==> config.mk <==
export PLATFORM = sky130hd
export DESIGN_NAME = ccpc_top
export DESIGN_NICKNAME = d
export VERILOG_FILES = /design/src/design/ccpc_pkg.sv /design/src/design/ccpc_edge_div.sv /design/src/design/ccpc_top.sv
export SDC_FILE = /design/constraint.sdc
export NUM_CORES = 1
export LEC_CHECK = 0
export ABC_AREA = 0
export BUFFER_PORTS_ARGS = -buffer_cell sky130_fd_sc_hd__buf_2
export CORE_MARGIN = 8
export CORE_UTILIZATION = 55
export CTS_BUF_LIST = sky130_fd_sc_hd__clkbuf_2 sky130_fd_sc_hd__clkbuf_4 sky130_fd_sc_hd__clkbuf_8
export DETAILED_ROUTE_END_ITERATION = 8
export GPL_ROUTABILITY_DRIVEN = 0
export GPL_TIMING_DRIVEN = 0
export PLACE_DENSITY = 0.75
export RECOVER_POWER = 50
export SLEW_MARGIN = 20
export SYNTH_ARGS = -nofsm -noshare
export SYNTH_HDL_FRONTEND = slang
export SYNTH_SLANG_ARGS = --single-unit
==> constraint.sdc <==
create_clock -name clk_in -period 4.13 [get_ports clk_in]
set_clock_uncertainty 0.1 [all_clocks]
set_input_delay 0.413 -clock clk_in [delete_from_list [all_inputs] [get_ports clk_in]]
set_output_delay 0.413 -clock clk_in [all_outputs]
set_load 0.02 [all_outputs]
==> src/design/ccpc_pkg.sv <==
package ccpc_pkg;

    // ==========================================================
    // Register map
    localparam logic [15:0] CCPC_ADDR_CLOCK_SETUP = 16'h4000;
    localparam logic [15:0] CCPC_ADDR_LEVEL = 16'h4001;
    localparam logic [15:0] CCPC_ADDR_SYNTH = 16'h4002;
    localparam logic [2:0] CCPC_SYNTH_LAST = 3'h5;      // Index of the sixth byte
    localparam logic [7:0] CCPC_CLOCK_SETUP_MASK = 8'h7f;
    localparam logic [7:0] CCPC_LEVEL_MASK = 8'h06;
    localparam logic [7:0] CCPC_READ_ZERO = 8'h00;

    // ==========================================================
    // Field layouts
    typedef struct packed {
        logic rsvd;
        logic [1:0] master_clock_output_pin_freq;
        logic master_clock_output_pin_en;
        logic src_pll;
        logic [1:0] in_freq;
        logic core_en;
    } ccpc_clock_setup_t;

    typedef struct packed {
        logic [4:0] rsvd_hi;
        logic [1:0] level;
        logic rsvd_lo;
    } ccpc_level_t;

    typedef struct packed {
        logic [15:0] denom;
        logic [15:0] numer;
        logic rsvd15;
        logic [3:0] integ;
        logic [1:0] prediv;
        logic frac;
        logic [5:0] rsvd;
        logic lock;
        logic enable;
    } ccpc_synth_t;

    // ==========================================================
    // Reset values
    localparam ccpc_clock_setup_t CCPC_CLOCK_SETUP_RST = 8'h00;
    localparam ccpc_level_t CCPC_LEVEL_RST = 8'h02;       // 1.4 V
    localparam ccpc_synth_t CCPC_SYNTH_RST = 48'h0753_0287_1900;

    // ==========================================================
    // Encodings
    localparam logic [1:0] CCPC_LEVEL_1V5 = 2'h0;
    localparam logic [1:0] CCPC_LEVEL_1V4 = 2'h1;
    localparam logic [1:0] CCPC_LEVEL_1V6 = 2'h2;
    localparam logic [1:0] CCPC_LEVEL_1V7 = 2'h3;
    localparam logic [1:0] CCPC_MASTER_CLOCK_OUTPUT_PIN_32X = 2'h0;
    localparam logic [1:0] CCPC_MASTER_CLOCK_OUTPUT_PIN_64X = 2'h1;
    localparam logic [1:0] CCPC_MASTER_CLOCK_OUTPUT_PIN_128X = 2'h2;
    localparam logic [1:0] CCPC_PREDIV_NONE = 2'h0;
    localparam logic [1:0] CCPC_PREDIV_3 = 2'h3;
    localparam logic [1:0] CCPC_DIV_BY_1 = 2'h1;
    localparam logic [1:0] CCPC_DIV_BY_2 = 2'h2;
    localparam logic [1:0] CCPC_DIV_BY_3 = 2'h3;

    // ==========================================================
    // Lock detector
    localparam logic [5:0] CCPC_LOCK_WINDOW = 6'h3f;    // Last reference tick count of a window; a window spans 64 ticks
    localparam logic signed [7:0] CCPC_LOCK_TOL = 8'sh01;

    typedef enum logic {
        CCPC_GATE_OFF = 1'b0,
        CCPC_GATE_RUN = 1'b1
    } ccpc_gate_t;

    typedef enum logic {
        CCPC_BURST_IDLE = 1'b0,
        CCPC_BURST_CAPTURE = 1'b1
    } ccpc_burst_t;

endpackage

==> src/design/ccpc_edge_div.sv <==
`timescale 1ns/1ps
module ccpc_edge_div import ccpc_pkg::*; #(
    parameter int W = 3
) (
    input wire logic clk_in,
    input wire logic rst_b_in,
    input wire logic clear_in,
    input wire logic edge_in,
    input wire logic [W-1:0] div_in,
    output logic tick_out
);

    logic [W-1:0] count;
    logic [W-1:0] next_count;
    wire logic at_end;

    // A tick is the div-th edge; the count never exceeds div-1 while div holds
    assign at_end = (count >= (div_in - W'(1)));
    assign tick_out = edge_in && at_end;
    assign next_count = clear_in ? '0 : (!edge_in ? count : (at_end ? '0 : count + W'(1)));

    // ==========================================================
    // Edge counter
    always_ff @(posedge clk_in or negedge rst_b_in) begin
        if (!rst_b_in) begin
            count <= '0;
        end else begin
            count <= next_count;
        end
    end

endmodule

==> src/design/ccpc_top.sv <==
// Operation
// - Output pin at 32/64/128/256 fs per field
// - Output pin driven only when enabled
// - Source bit: 0 input pin, 1 PLL
// - Divide source by 1-4 to 256 fs
// - Core clock runs only when enabled, default off
// - Regulator 1.4 V after init, software sets 1.5
// - Level codes 1.5/1.4/1.6/1.7 V, default 01
// - PLL parameters accepted only as six-byte burst
// - Denominator from bytes 47:40 and 39:32
// - Numerator from bytes 31:24 and 23:16
// - Prescaler divides reference before the PLL
// - Prescaler codes: 1, 2, 2, 3
// - Type bit at position 8 selects mode
// - Feedback divides by integer plus N/M
// - Sticky lock at bit 1, enable bit 0
`timescale 1ns/1ps
module ccpc_top import ccpc_pkg::*; (
    input wire logic clk_in,
    input wire logic rst_b_in,
    input wire logic cp_frame_in,
    input wire logic cp_wr_in,
    input wire logic cp_rd_in,
    input wire logic [15:0] cp_addr_in,
    input wire logic [7:0] cp_wdata_in,
    output logic [7:0] cp_rdata_out,
    output logic cp_rvalid_out,
    input wire logic master_clock_input_pin_in,
    input wire logic pll_vco_in,
    output logic sys_clock_out,
    output logic master_clock_output_pin_out,
    output logic master_clock_output_pin_oe_out,
    output logic [1:0] core_supply_output_level_out,
    output logic pll_enable_out,
    output logic pll_ref_tick_out,
    output logic pll_fb_tick_out
);

    // ==========================================================
    // Registers
    ccpc_clock_setup_t clock_setup;
    ccpc_level_t core_regulator_level;
    ccpc_synth_t synth_parameters;
    logic pll_locked;
    ccpc_burst_t burst_state;
    logic [2:0] burst_idx;
    logic [7:0] shadow [0:4];
    logic [7:0] rdata;
    logic rvalid;

    // ==========================================================
    // Pin synchronisers: stage 1 feeds stage 2 only
    logic [2:0] mclk_sync;
    logic [2:0] vco_sync;
    wire logic mclk_rise;
    wire logic mclk_any;
    wire logic vco_rise;
    wire logic vco_any;

    always_ff @(posedge clk_in or negedge rst_b_in) begin
        if (!rst_b_in) begin
            mclk_sync <= 3'h0;
            vco_sync <= 3'h0;
        end else begin
            mclk_sync <= {mclk_sync[1:0], master_clock_input_pin_in};
            vco_sync <= {vco_sync[1:0], pll_vco_in};
        end
    end

    assign mclk_rise = mclk_sync[1] && !mclk_sync[2];
    assign mclk_any = mclk_sync[1] ^ mclk_sync[2];
    assign vco_rise = vco_sync[1] && !vco_sync[2];
    assign vco_any = vco_sync[1] ^ vco_sync[2];

    // ==========================================================
    // Control port decode
    wire logic wr_setup;
    wire logic wr_level;
    wire logic wr_synth_first;
    wire logic wr_synth_next;
    wire logic burst_abort;
    wire logic synth_commit;
    wire logic [15:0] synth_next_addr;
    wire logic [15:0] rd_offset;
    ccpc_synth_t synth_view;
    ccpc_synth_t synth_written;
    ccpc_clock_setup_t setup_written;

    assign wr_setup = cp_wr_in && (cp_addr_in == CCPC_ADDR_CLOCK_SETUP);
    assign setup_written = cp_wdata_in & CCPC_CLOCK_SETUP_MASK;
    assign wr_level = cp_wr_in && (cp_addr_in == CCPC_ADDR_LEVEL);
    assign synth_next_addr = CCPC_ADDR_SYNTH + {13'h0, burst_idx};
    assign wr_synth_first = cp_wr_in && (cp_addr_in == CCPC_ADDR_SYNTH);
    // Any stray access or end of frame drops a partial burst
    assign wr_synth_next = (burst_state == CCPC_BURST_CAPTURE) && cp_wr_in
        && (cp_addr_in == synth_next_addr) && !wr_synth_first;
    assign burst_abort = (burst_state == CCPC_BURST_CAPTURE) && !wr_synth_next
        && (!cp_frame_in || cp_wr_in || cp_rd_in);
    assign synth_commit = wr_synth_next && (burst_idx == CCPC_SYNTH_LAST);
    // Byte 0 lands in 47:40, so denominator then numerator fall out MSB first
    assign synth_written = {shadow[0], shadow[1], shadow[2], shadow[3], shadow[4], cp_wdata_in};

    // Control port state
    always_ff @(posedge clk_in or negedge rst_b_in) begin
        if (!rst_b_in) begin
            clock_setup <= CCPC_CLOCK_SETUP_RST;
            core_regulator_level <= CCPC_LEVEL_RST;
            synth_parameters <= CCPC_SYNTH_RST;
            burst_state <= CCPC_BURST_IDLE;
            burst_idx <= 3'h0;
        end else begin
            if (wr_setup) begin
                clock_setup <= setup_written;
            end
            if (wr_level) begin
                core_regulator_level <= cp_wdata_in & CCPC_LEVEL_MASK;
            end
            if (synth_commit) begin
                synth_parameters <= synth_written;
            end
            if (wr_synth_first) begin
                burst_state <= CCPC_BURST_CAPTURE;
                burst_idx <= 3'h1;
            end else if (synth_commit || burst_abort) begin
                burst_state <= CCPC_BURST_IDLE;
                burst_idx <= 3'h0;
            end else if (wr_synth_next) begin
                burst_idx <= burst_idx + 3'h1;
            end
        end
    end

    // Shadow bytes of a burst in flight; only a full burst reaches the live copy
    always_ff @(posedge clk_in or negedge rst_b_in) begin
        if (!rst_b_in) begin
            for (int i = 0; i < 5; i++) begin
                shadow[i] <= 8'h00;
            end
        end else if (wr_synth_first) begin
            shadow[0] <= cp_wdata_in;
        end else if (wr_synth_next && !synth_commit) begin
            shadow[burst_idx] <= cp_wdata_in;
        end
    end

    // ==========================================================
    // Read-back: lock reads from the detector, not from the stored byte
    wire logic [7:0] rd_mux;

    always_comb begin
        synth_view = synth_parameters;
        synth_view.lock = pll_locked;
    end

    assign rd_offset = cp_addr_in - CCPC_ADDR_SYNTH;
    assign rd_mux = (cp_addr_in == CCPC_ADDR_CLOCK_SETUP) ? clock_setup
        : (cp_addr_in == CCPC_ADDR_LEVEL) ? core_regulator_level
        : (cp_addr_in >= CCPC_ADDR_SYNTH && rd_offset <= {13'h0, CCPC_SYNTH_LAST})
        ? synth_view[8'(47 - 8 * rd_offset[2:0]) -: 8] : CCPC_READ_ZERO;

    always_ff @(posedge clk_in or negedge rst_b_in) begin
        if (!rst_b_in) begin
            rdata <= 8'h00;
            rvalid <= 1'b0;
        end else begin
            rvalid <= cp_rd_in;
            if (cp_rd_in) begin
                rdata <= rd_mux;
            end
        end
    end

    // ==========================================================
    // PLL reference prescaler and fractional feedback divider
    wire logic pll_en;
    wire logic [1:0] prediv;
    wire logic ref_tick;
    wire logic fb_tick;
    wire logic frac_mode;
    wire logic [16:0] acc_sum;
    wire logic acc_wrap;
    logic [15:0] nco_acc;
    logic [4:0] fb_mod;

    assign pll_en = synth_parameters.enable;
    // Codes 01 and 10 both divide by two
    assign prediv = (synth_parameters.prediv == CCPC_PREDIV_NONE) ? CCPC_DIV_BY_1
        : (synth_parameters.prediv == CCPC_PREDIV_3) ? CCPC_DIV_BY_3 : CCPC_DIV_BY_2;

    ccpc_edge_div #(.W(2)) u_prediv (
        .clk_in(clk_in),
        .rst_b_in(rst_b_in),
        .clear_in(!pll_en),
        .edge_in(mclk_rise),
        .div_in(prediv),
        .tick_out(ref_tick)
    );

    ccpc_edge_div #(.W(5)) u_fbdiv (
        .clk_in(clk_in),
        .rst_b_in(rst_b_in),
        .clear_in(!pll_en),
        .edge_in(vco_rise),
        .div_in(fb_mod),
        .tick_out(fb_tick)
    );

    // A zero denominator has no fraction to spread, so it runs integer-N
    assign frac_mode = synth_parameters.frac && (synth_parameters.denom != 16'h0000);
    assign acc_sum = {1'b0, nco_acc} + {1'b0, synth_parameters.numer};
    assign acc_wrap = frac_mode && (acc_sum >= {1'b0, synth_parameters.denom});

    // Each feedback period picks R or R+1 so the mean modulus is R + N/M
    always_ff @(posedge clk_in or negedge rst_b_in) begin
        if (!rst_b_in) begin
            nco_acc <= 16'h0000;
            fb_mod <= 5'h03;
        end else if (!pll_en) begin
            nco_acc <= 16'h0000;
            fb_mod <= {1'b0, synth_parameters.integ};
        end else if (fb_tick) begin
            nco_acc <= !frac_mode ? 16'h0000
                : (acc_wrap ? 16'(acc_sum - {1'b0, synth_parameters.denom}) : acc_sum[15:0]);
            fb_mod <= {1'b0, synth_parameters.integ} + {4'h0, acc_wrap};
        end
    end

    // ==========================================================
    // Lock detector: error within tolerance for a whole window
    logic signed [7:0] phase_err;
    logic [5:0] win_count;
    logic win_bad;
    wire logic signed [7:0] next_phase_err;
    wire logic lock_set;
    wire logic lock_clear;

    assign next_phase_err = phase_err + (ref_tick ? 8'sh01 : 8'sh00) - (fb_tick ? 8'sh01 : 8'sh00);
    assign lock_set = pll_en && ref_tick && (win_count == CCPC_LOCK_WINDOW) && !win_bad;
    assign lock_clear = !pll_en || synth_commit;

    always_ff @(posedge clk_in or negedge rst_b_in) begin
        if (!rst_b_in) begin
            phase_err <= 8'sh00;
            win_count <= 6'h00;
            win_bad <= 1'b0;
            pll_locked <= 1'b0;
        end else begin
            phase_err <= lock_clear ? 8'sh00 : next_phase_err;
            if (lock_clear || (ref_tick && win_count == CCPC_LOCK_WINDOW)) begin
                win_count <= 6'h00;
                win_bad <= 1'b0;
            end else begin
                win_count <= win_count + (ref_tick ? 6'h01 : 6'h00);
                win_bad <= win_bad || (next_phase_err > CCPC_LOCK_TOL)
                    || (next_phase_err < -CCPC_LOCK_TOL);
            end
            // Set wins over clear so a lock seen on the clearing edge survives
            pll_locked <= lock_set || (pll_locked && !lock_clear);
        end
    end

    // ==========================================================
    // Core clock: selected source, divided, gated only while low
    ccpc_gate_t gate_state;
    logic core_clk;
    logic src_active;
    logic [1:0] div_active;
    logic [2:0] master_clock_output_pin_cnt;
    logic master_clock_output_pin;
    wire logic core_tick;
    wire logic src_edge;
    wire logic stop_req;
    wire logic [2:0] core_div;
    wire logic core_rise;
    wire logic master_clock_output_pin_sel;

    assign src_edge = src_active ? vco_any : mclk_any;
    assign core_div = {1'b0, div_active} + 3'h1;
    assign stop_req = !clock_setup.core_en || (src_active != clock_setup.src_pll)
        || (div_active != clock_setup.in_freq);
    assign core_rise = core_tick && !core_clk && (gate_state == CCPC_GATE_RUN) && !stop_req;

    ccpc_edge_div #(.W(3)) u_corediv (
        .clk_in(clk_in),
        .rst_b_in(rst_b_in),
        .clear_in(gate_state == CCPC_GATE_OFF),
        .edge_in(src_edge),
        .div_in(core_div),
        .tick_out(core_tick)
    );

    // Settings change only while the clock is low, so no phase is ever cut short
    always_ff @(posedge clk_in or negedge rst_b_in) begin
        if (!rst_b_in) begin
            gate_state <= CCPC_GATE_OFF;
            core_clk <= 1'b0;
            src_active <= 1'b0;
            div_active <= 2'h0;
        end else begin
            case (gate_state)
                CCPC_GATE_OFF: begin
                    src_active <= clock_setup.src_pll;
                    div_active <= clock_setup.in_freq;
                    if (clock_setup.core_en) begin
                        gate_state <= CCPC_GATE_RUN;
                    end
                end
                default: begin
                    if (stop_req && !core_clk) begin
                        gate_state <= CCPC_GATE_OFF;
                    end else if (core_tick) begin
                        core_clk <= !core_clk;
                    end
                end
            endcase
        end
    end

    // ==========================================================
    // Microphone clock: binary fractions of the core clock
    assign master_clock_output_pin_sel = (clock_setup.master_clock_output_pin_freq == CCPC_MASTER_CLOCK_OUTPUT_PIN_32X) ? master_clock_output_pin_cnt[2]
        : (clock_setup.master_clock_output_pin_freq == CCPC_MASTER_CLOCK_OUTPUT_PIN_64X) ? master_clock_output_pin_cnt[1]
        : (clock_setup.master_clock_output_pin_freq == CCPC_MASTER_CLOCK_OUTPUT_PIN_128X) ? master_clock_output_pin_cnt[0] : core_clk;

    // Counter holds while the core clock stops, so a stop never cuts a mic phase short;
    // the pin drops on the same edge as the enable bit, never after it
    always_ff @(posedge clk_in or negedge rst_b_in) begin
        if (!rst_b_in) begin
            master_clock_output_pin_cnt <= 3'h0;
            master_clock_output_pin <= 1'b0;
        end else begin
            master_clock_output_pin_cnt <= master_clock_output_pin_cnt + (core_rise ? 3'h1 : 3'h0);
            master_clock_output_pin <= master_clock_output_pin_sel && (wr_setup ? setup_written.master_clock_output_pin_en : clock_setup.master_clock_output_pin_en);
        end
    end

    // ==========================================================
    // Outputs
    assign cp_rdata_out = rdata;
    assign cp_rvalid_out = rvalid;
    assign sys_clock_out = core_clk;
    assign master_clock_output_pin_out = master_clock_output_pin;
    assign master_clock_output_pin_oe_out = clock_setup.master_clock_output_pin_en;
    assign core_supply_output_level_out = core_regulator_level.level;
    assign pll_enable_out = pll_en;
    assign pll_ref_tick_out = ref_tick;
    assign pll_fb_tick_out = fb_tick;

endmodule

==> results of run 1 <==
## metal layers
metal,up-vias,global-route usage,share of wire
met5,-,0,0
met4,0,0.0821,0.026
met3,55,0.0598,0.063
met2,272,0.358,0.48
met1,3829,0.299,0.43
li1,3629,-,-
## metrics by stage
stage | hold slack (ns) | TNS (ns) | std cells | utilization | power (mW)
global placement | 0.233 | -35.72 | 1211 | 0.592 | 1.83
finish | 0.160 | -3.46 | 1286 | 0.652 | 3.05
detailed placement | 0.169 | -15.34 | 1213 | 0.596 | 1.84
global route | 0.142 | -5.95 | 1286 | 0.652 | 3.16
floorplan | 0.0174 | -1.14 | 936 | - | 1.76
CTS | 0.0439 | -1.60 | 1273 | 0.641 | 3.08
## power by group
part	leakage (nW)	switching (mW)	internal [mW]	total, mW
registers	2.31	0.00159	1.68	1.68
clock network	0.209	0.713	0.530	1.24
logic	2.90	0.0889	0.0356	0.125
## worst register-to-register path, stage by stage (launching register included)
cell and delay (ns):
dfstp_2 0.57, ha_4 0.15, fa_2 0.24, a211oi_4 0.08, o21ai_2 0.25, nand4_1 0.30
buf_4 0.24, a311o_1 0.31, o211ai_1 0.15, ha_1 0.33, nand4_1 0.09, nor2_1 0.06
a311o_1 0.35, a311oi_4 0.25, or2_1 0.18, buf_6 0.15, inv_8 0.04, ha_4 0.16
ha_4 0.25, nand2_2 0.03, a31oi_1 0.15
## state kept, by name, indices dropped and copies added (netlist names), 2 cells and up
signal and flops:
master_clock_output_pin_cnt 3, mclk_sync 3, phase_err 8, cp_rdata_out 8
win_count 6, core_supply_output_level_out 2, fb_mod 5, clock_setup 6
u_prediv.count 2, u_corediv.count 3, vco_sync 3, burst_idx 3
shadow 40, synth_parameters 46, div_active 2, u_fbdiv.count 5
nco_acc 16
## synthesized netlist by cell type, types with 9 or more instances
cell      number  share of area
nand3_1       23          0.011
mux2_2       101           0.11
ha_1          69          0.086
dfstp_2       18          0.047
inv_1         64          0.024
clkbuf_1      11         0.0041
nand2b_1      13         0.0081
a21oi_1       36          0.018
o211ai_1      19          0.014
nand4_1       12         0.0075
mux4_2         9          0.020
nor2_1        54          0.020
a31oi_1       12         0.0075
nor3_1        18         0.0090
xor2_1        20          0.017
nor2b_1       17          0.011
o21ai_0       33          0.016
nand2_1       61          0.023
mux2i_1       12          0.012
xnor2_1       25          0.022
nor4_1        10         0.0062
dfrtp_1      153           0.38
a21o_1        13         0.0097
## final cells by class
cell class	count	share of cell area
Clock buffer	18	0.0212
Timing Repair Buffer	89	0.0498
Inverter	68	0.0229
Clock inverter	14	0.0144
Buffer	25	0.0104
Sequential cell	171	0.369
Multi-Input combinational cell	672	0.488
Tap cell	229	0.0245
## repair_timing
item / in CTS / in global routing
endpoints found under the hold margin: 53 / 0
cloned: 1 / 0
endpoints found under the setup margin: 23 / 23
gates resized for setup: 32 / 30
hold buffers: 3 / 0
setup buffers: 24 / 16
pin swaps: 28 / 28
## kinds of logic (layout without fill, tap and decap cells)
group           Yosys count  count (layout)  share of synthesized area
fa+ha+maj                72              72                     0.0920
compound gates          188             188                      0.131
simple gates            244             244                      0.125
flops                   171             171                      0.429
xor+xnor                 45              45                     0.0393
buf+inv                  93             214                     0.0368
mux                     123             123                      0.147
## worst paths after layout
path	start	endpoint	slack [ns]	depth (start not counted)
max reg2reg	synth_parameters[16]	fb_mod[1]	-0.38	20
max	synth_parameters[16]	fb_mod[1]	-0.38	20
min reg2reg	mclk_sync[0]	mclk_sync[1]	0.27	0
min in group asynchronous	rst_b_in	nco_acc[15]	0.68	2
min	cp_rd_in	cp_rvalid_out	0.16	1
max in group asynchronous	rst_b_in	synth_parameters[19]	0.64	3
==> impl_metrics.yaml, run 1 <==
status:
  status: "complete, but fails checks"
  violations: "capacitance limit, slew limit, setup timing"
pwr:
  p_leak_nw: 5.42
  ir_drop_mv: 0.291
  powerDensity_nw_per_um2: 261
clock_tree:
  htree_levels: 4
  cts_buffers: 17
  clock_path_buffers: 2
  cts_tree: "built"
  clock_sinks: 171
  clockRootBuffer: "clkbuf_8"
  clk_pin_slew_ns: 0.11
  insertion_delay_ns: 0.48
finish:
  final_common_cell: "dfrtp_1"
  multi_input_area_um2: 5700
  num_antenna_cells: 0
  seq_area_um2: 4300
  area_delta_synth_final_pct: 16.4
  final_cell_mix: "dfrtp_1 (152), mux2_2 (101), inv_1 (61)"
  drive_above_1_share: 0.294
  layout.nets: 1147
  final_area_um2: 11700
  fillers: 1386
detailed_routing:
  viasPerCell: 6.05
  drt_pass1_iterations: 5
  wl_mm: 25.6
  drcViolationCount: 0
  ant_nets: 0
  num_vias: 7785
  drt_iter0_markers: 570
  wl_per_cell_um: 19.9
sta:
  post-route-period-util: 1.09
  hold_viol_final: 0
  max_freq_mhz: 222
  min_period_ns: 4.51
  max_slew_margin: -0.259
  rsz0062_at_grt: "true"
  setup_viol: 21
  setup_ws_ns: -0.380
  worst_pin_slew_ns: 1.89
  finalMaxSlewViolations: 76
critical_path:
  crit_family: "compound AO/OA/AOI/OAI gates"
  crit_chain: "ha_4, fa_2, a211oi_4, o21ai_2, nand4_1, buf_4, a311o_1, o211ai_1, ha_1, nand4_1, nor2_1, a311o_1, a311oi_4, or2_1, buf_6, inv_8, ha_4, ha_4, nand2_2, a31oi_1"
  cp-start-kind: "register"
  arrival_ns: 4.81
  crit_path_frequent_cell: "ha_4"
  critPathMaxFanout: 3
  cp_num_buf_inv: 3
  cp-end-kind: "register"
  critical-path-max-stage-delay_ns: 0.57
  critPathKind: "register to register"
  slowest_stage: "dfstp_2"
  crit_required_ns: 4.43
synthesis:
  synth_enable_flop_cells: 0
  yosysUniqueCellTypes: 78
  ys.flop_type: "dfrtp_1"
  synthArstFlopShare: 1.00
  syn_area_per_cell_um2: 10.7
  ys_seq_area_frac: 0.429
  synth.net_count: 1039
  yosys_warnings: 0
  synth-seq-cells: 171
  synthesis.area_um2: 10000
  syn_inst: 936
die:
  core_area_um2: 17900
  die-area_um2: 22800
  start_util: 0.560
  die_w_um: 151
  rows: 49
  ios: 48
  die_y_um: 151
flow_run:
  maxCapViolations: 1
placement:
  port_buffers: 46
  place_area_um2: 10700
  dp.final_hpwl_mm: 17.9
  pre_cts_ws_ns: -1.12
global_routing:
  overflow: 0
  grt_pass1_vias: 7612
  grt_pass1_wl_mm: 40.0
  grt_max_degree: 77
  track_usage: 0.228
  antenna_found_initial: 0
worst_hold_path:
  min-delay-path-class: "primary input to register"
No activity file was read; power rests on OpenSTA's default activity.
==> run 2: changes to the inputs <==
--- a/config.mk
+++ b/config.mk
@@ -10,3 +10,3 @@
 export CORE_MARGIN = 8
-export CORE_UTILIZATION = 55
+export CORE_UTILIZATION = 58
 export CTS_BUF_LIST = sky130_fd_sc_hd__clkbuf_2 sky130_fd_sc_hd__clkbuf_4 sky130_fd_sc_hd__clkbuf_8
@@ -15,5 +15,4 @@
 export GPL_TIMING_DRIVEN = 0
-export PLACE_DENSITY = 0.75
+export PLACE_DENSITY = 0.79
 export RECOVER_POWER = 50
-export SLEW_MARGIN = 20
 export SYNTH_ARGS = -nofsm -noshare
--- a/constraint.sdc
+++ b/constraint.sdc
@@ -4,2 +4,2 @@
 set_output_delay 0.413 -clock clk_in [all_outputs]
-set_load 0.02 [all_outputs]
+set_load 0.05 [all_outputs]
==> run 2 against run 1 <==
Against the previous run:
- the flow still finishes with violations (capacitance limit, slew limit, setup timing)
- sequential share of layout area decreased by 0.66 points
- fmax rose by 0.92%
- total power decreased by 1.4%
- final area up 1.9%
- count of clock-buffer cells in the layout did not move
- core utilization up 4.3 points
- combinational power hardly changed
- non-clock buffer count is 14 higher
- global-route usage is 1.8 points higher
- clock power fell by 3%
- sequential cell count is the same
- sequential power is essentially flat
- largest cell class unchanged
- largest power group unchanged
==> impl_metrics.yaml, run 2 (same netlist as run 1, synthesis figures left out) <==
sta:
  hold_viol_final: 0
  worst_pin_slew_ns: 2.15
  finalMaxSlewViolations: 98
  rsz0062_at_grt: "true"
  max_freq_mhz: 224
  post-route-period-util: 1.08
  setup_ws_ns: -0.339
  setup_viol: 20
  min_period_ns: 4.47
  max_slew_margin: -0.434
clock_tree:
  clock_path_buffers: 2
  htree_levels: 4
  clock_sinks: 171
  clockRootBuffer: "clkbuf_8"
  cts_buffers: 17
  clk_pin_slew_ns: 0.11
  insertion_delay_ns: 0.49
  cts_tree: "built"
pwr:
  p_seq_frac: 0.559
  ir_drop_mv: 0.318
  powerDensity_nw_per_um2: 253
  p_leak_nw: 5.54
  pwr-share-clk: 0.399
  switchingPower_uw: 822
  p_comb_frac: 0.042
  p_int_mw: 2.18
  netSwitchingFraction: 0.274
detailed_routing:
  top_layer: "met4"
  num_vias: 8138
  drcViolationCount: 0
  drt_pass1_iterations: 5
  wl_mm: 27.1
  wl_met2_mm: 13.2
  wl_met3_mm: 1.90
  drt_iter0_markers: 711
  wl_per_cell_um: 20.9
  met1_length_mm: 11.0
  viasPerCell: 6.28
  ant_nets: 0
critical_path:
  r2r-start: "nco_acc[0]"
  cp-start-kind: "register"
  r2r-end: "fb_mod[2]"
  cp-end-kind: "register"
  reg2reg_slack_ns: -0.34
  critPathKind: "register to register"
  rr_worst_depth: 20
  critPathMaxFanout: 5
  arrival_ns: 4.77
  crit_required_ns: 4.43
finish:
  final_common_cell: "dfrtp_1"
  reg_top3: "synth_parameters (46), shadow (40), nco_acc (16)"
  final_cell_mix: "dfrtp_1 (151), mux2_2 (101), inv_1 (62)"
  num_antenna_cells: 0
  drive_above_1_share: 0.326
  largest_reg_flops: 46
  layoutNonFillerInstCount: 1296
  largest-register: "synth_parameters"
  final_area_um2: 11900
  seq_area_um2: 4300
  fillers: 1200
  layout.nets: 1161
  area_delta_synth_final_pct: 18.5
  multi_input_area_um2: 5830
status:
  violations: "capacitance limit, slew limit, setup timing"
  status: "complete, but fails checks"
worst_hold_path:
  holdPathEnd: "cp_rvalid_out"
  min-delay-path-class: "primary input to register"
  holdPathStages: 1
  min-delay-start: "cp_rd_in"
placement:
  pre_cts_ws_ns: -1.21
  dp.cells: 1208
  place_area_um2: 10600
  dp.final_hpwl_mm: 18.1
  port_buffers: 46
global_routing:
  antenna_found_initial: 0
  grt_max_degree: 87
  grt_pass1_wl_mm: 42.2
  track_usage: 0.245
  grt_pass1_vias: 8075
  overflow: 0
die:
  die_y_um: 148
  core_area_um2: 17100
  die-area_um2: 21800
  rows: 48
  die_w_um: 148
  ios: 48
  start_util: 0.586
flow_run:
  maxCapViolations: 2
==> run 2: changes by cell type in the layout (fill, tap and decap cells not counted), sizes merged <==
cell / change
inv: +1
clkinv: -1
clkbuf: -11
buf: +25
bufinv: -1
clkinvlp: +1
==> run 2: metrics by stage <==
| stage | setup TNS, ns | utilization | total power, mW | hold slack (ns) |
|---|---|---|---|---|
| after floorplan | -1.32 | - | 1.76 | 0.0174 |
| after global placement | -36.06 | 0.618 | 1.83 | 0.244 |
| after detailed placement | -17.03 | 0.621 | 1.84 | 0.236 |
| after CTS | -1.33 | 0.671 | 3.01 | 0.0520 |
| after global routing | -4.69 | 0.695 | 3.10 | 0.161 |
| final | -2.10 | 0.695 | 3.00 | 0.175 |
==> run 2: per-layer routing <==
| metal | vias to the layer above | track usage |
|---|---|---|
| li1 | 3656 | - |
| met1 | 4035 | 0.314 |
| met3 | 94 | 0.0608 |
| met4 | 0 | 0.0954 |
| met5 | - | 0 |
| met2 | 353 | 0.394 |
==> run 2: final cells by class <==
| type | instances | share of cell area |
|---|---|---|
| clock inverters | 14 | 0.0120 |
| clock buffers | 18 | 0.0208 |
| plain buffers | 24 | 0.00894 |
| multi-input cells | 672 | 0.490 |
| repair buffers | 104 | 0.0601 |
| inverters | 68 | 0.0223 |
| flip-flops and latches | 171 | 0.362 |
| well taps | 225 | 0.0237 |
==> run 2: how the worst max path moves through the flow <==
stage | slack, ns | cells past startpoint | to | start
2_1_floorplan | -0.31 | 19 | fb_mod[1] | nco_acc[0]
3_3_place_gp | -1.14 | 19 | fb_mod[1] | synth_parameters[17]
3_5_place_dp | -1.21 | 19 | fb_mod[1] | synth_parameters[17]
4_1_cts | -0.28 | 20 | fb_mod[1] | synth_parameters[17]
5_1_grt | -0.47 | 20 | fb_mod[2] | synth_parameters[23]
6_report | -0.34 | 20 | fb_mod[2] | nco_acc[0]
==> run 2: worst max-delay path, cell delays in order, from the launching register on <==
cell	delay, ns
dfrtp_1	0.44
ha_4	0.18
fa_2	0.37
a211oi_4	0.25
o21ai_2	0.13
a311oi_2	0.29
xnor2_1	0.20
ha_1	0.34
a21o_1	0.21
a31o_4	0.23
a22oi_2	0.22
nand3_2	0.14
a311oi_4	0.28
or2_1	0.19
buf_6	0.13
inv_6	0.04
ha_4	0.16
ha_4	0.16
nand2_2	0.05
mux2i_1	0.08
a22oi_1	0.19
==> run 2: power by group through the flow <==
stage	registers, mW	clock network, mW	logic (mW)
6_report	1.68	1.20	0.126
5_1_grt	1.68	1.28	0.141
4_1_cts	1.68	1.20	0.131
3_5_place_dp	1.71	0	0.128
3_3_place_gp	1.71	0	0.121
2_1_floorplan	1.71	0	0.0448
==> run 2: timing repair <==
action | 4_1_cts | 5_1_grt
setup buffers | 29 | 26
pin swaps | 33 | 58
hold buffers | 3 | 0
resized for setup | 37 | 47
cloned | 1 | 0
setup endpoints to repair | 24 | 24
hold endpoints to repair | 74 | 0
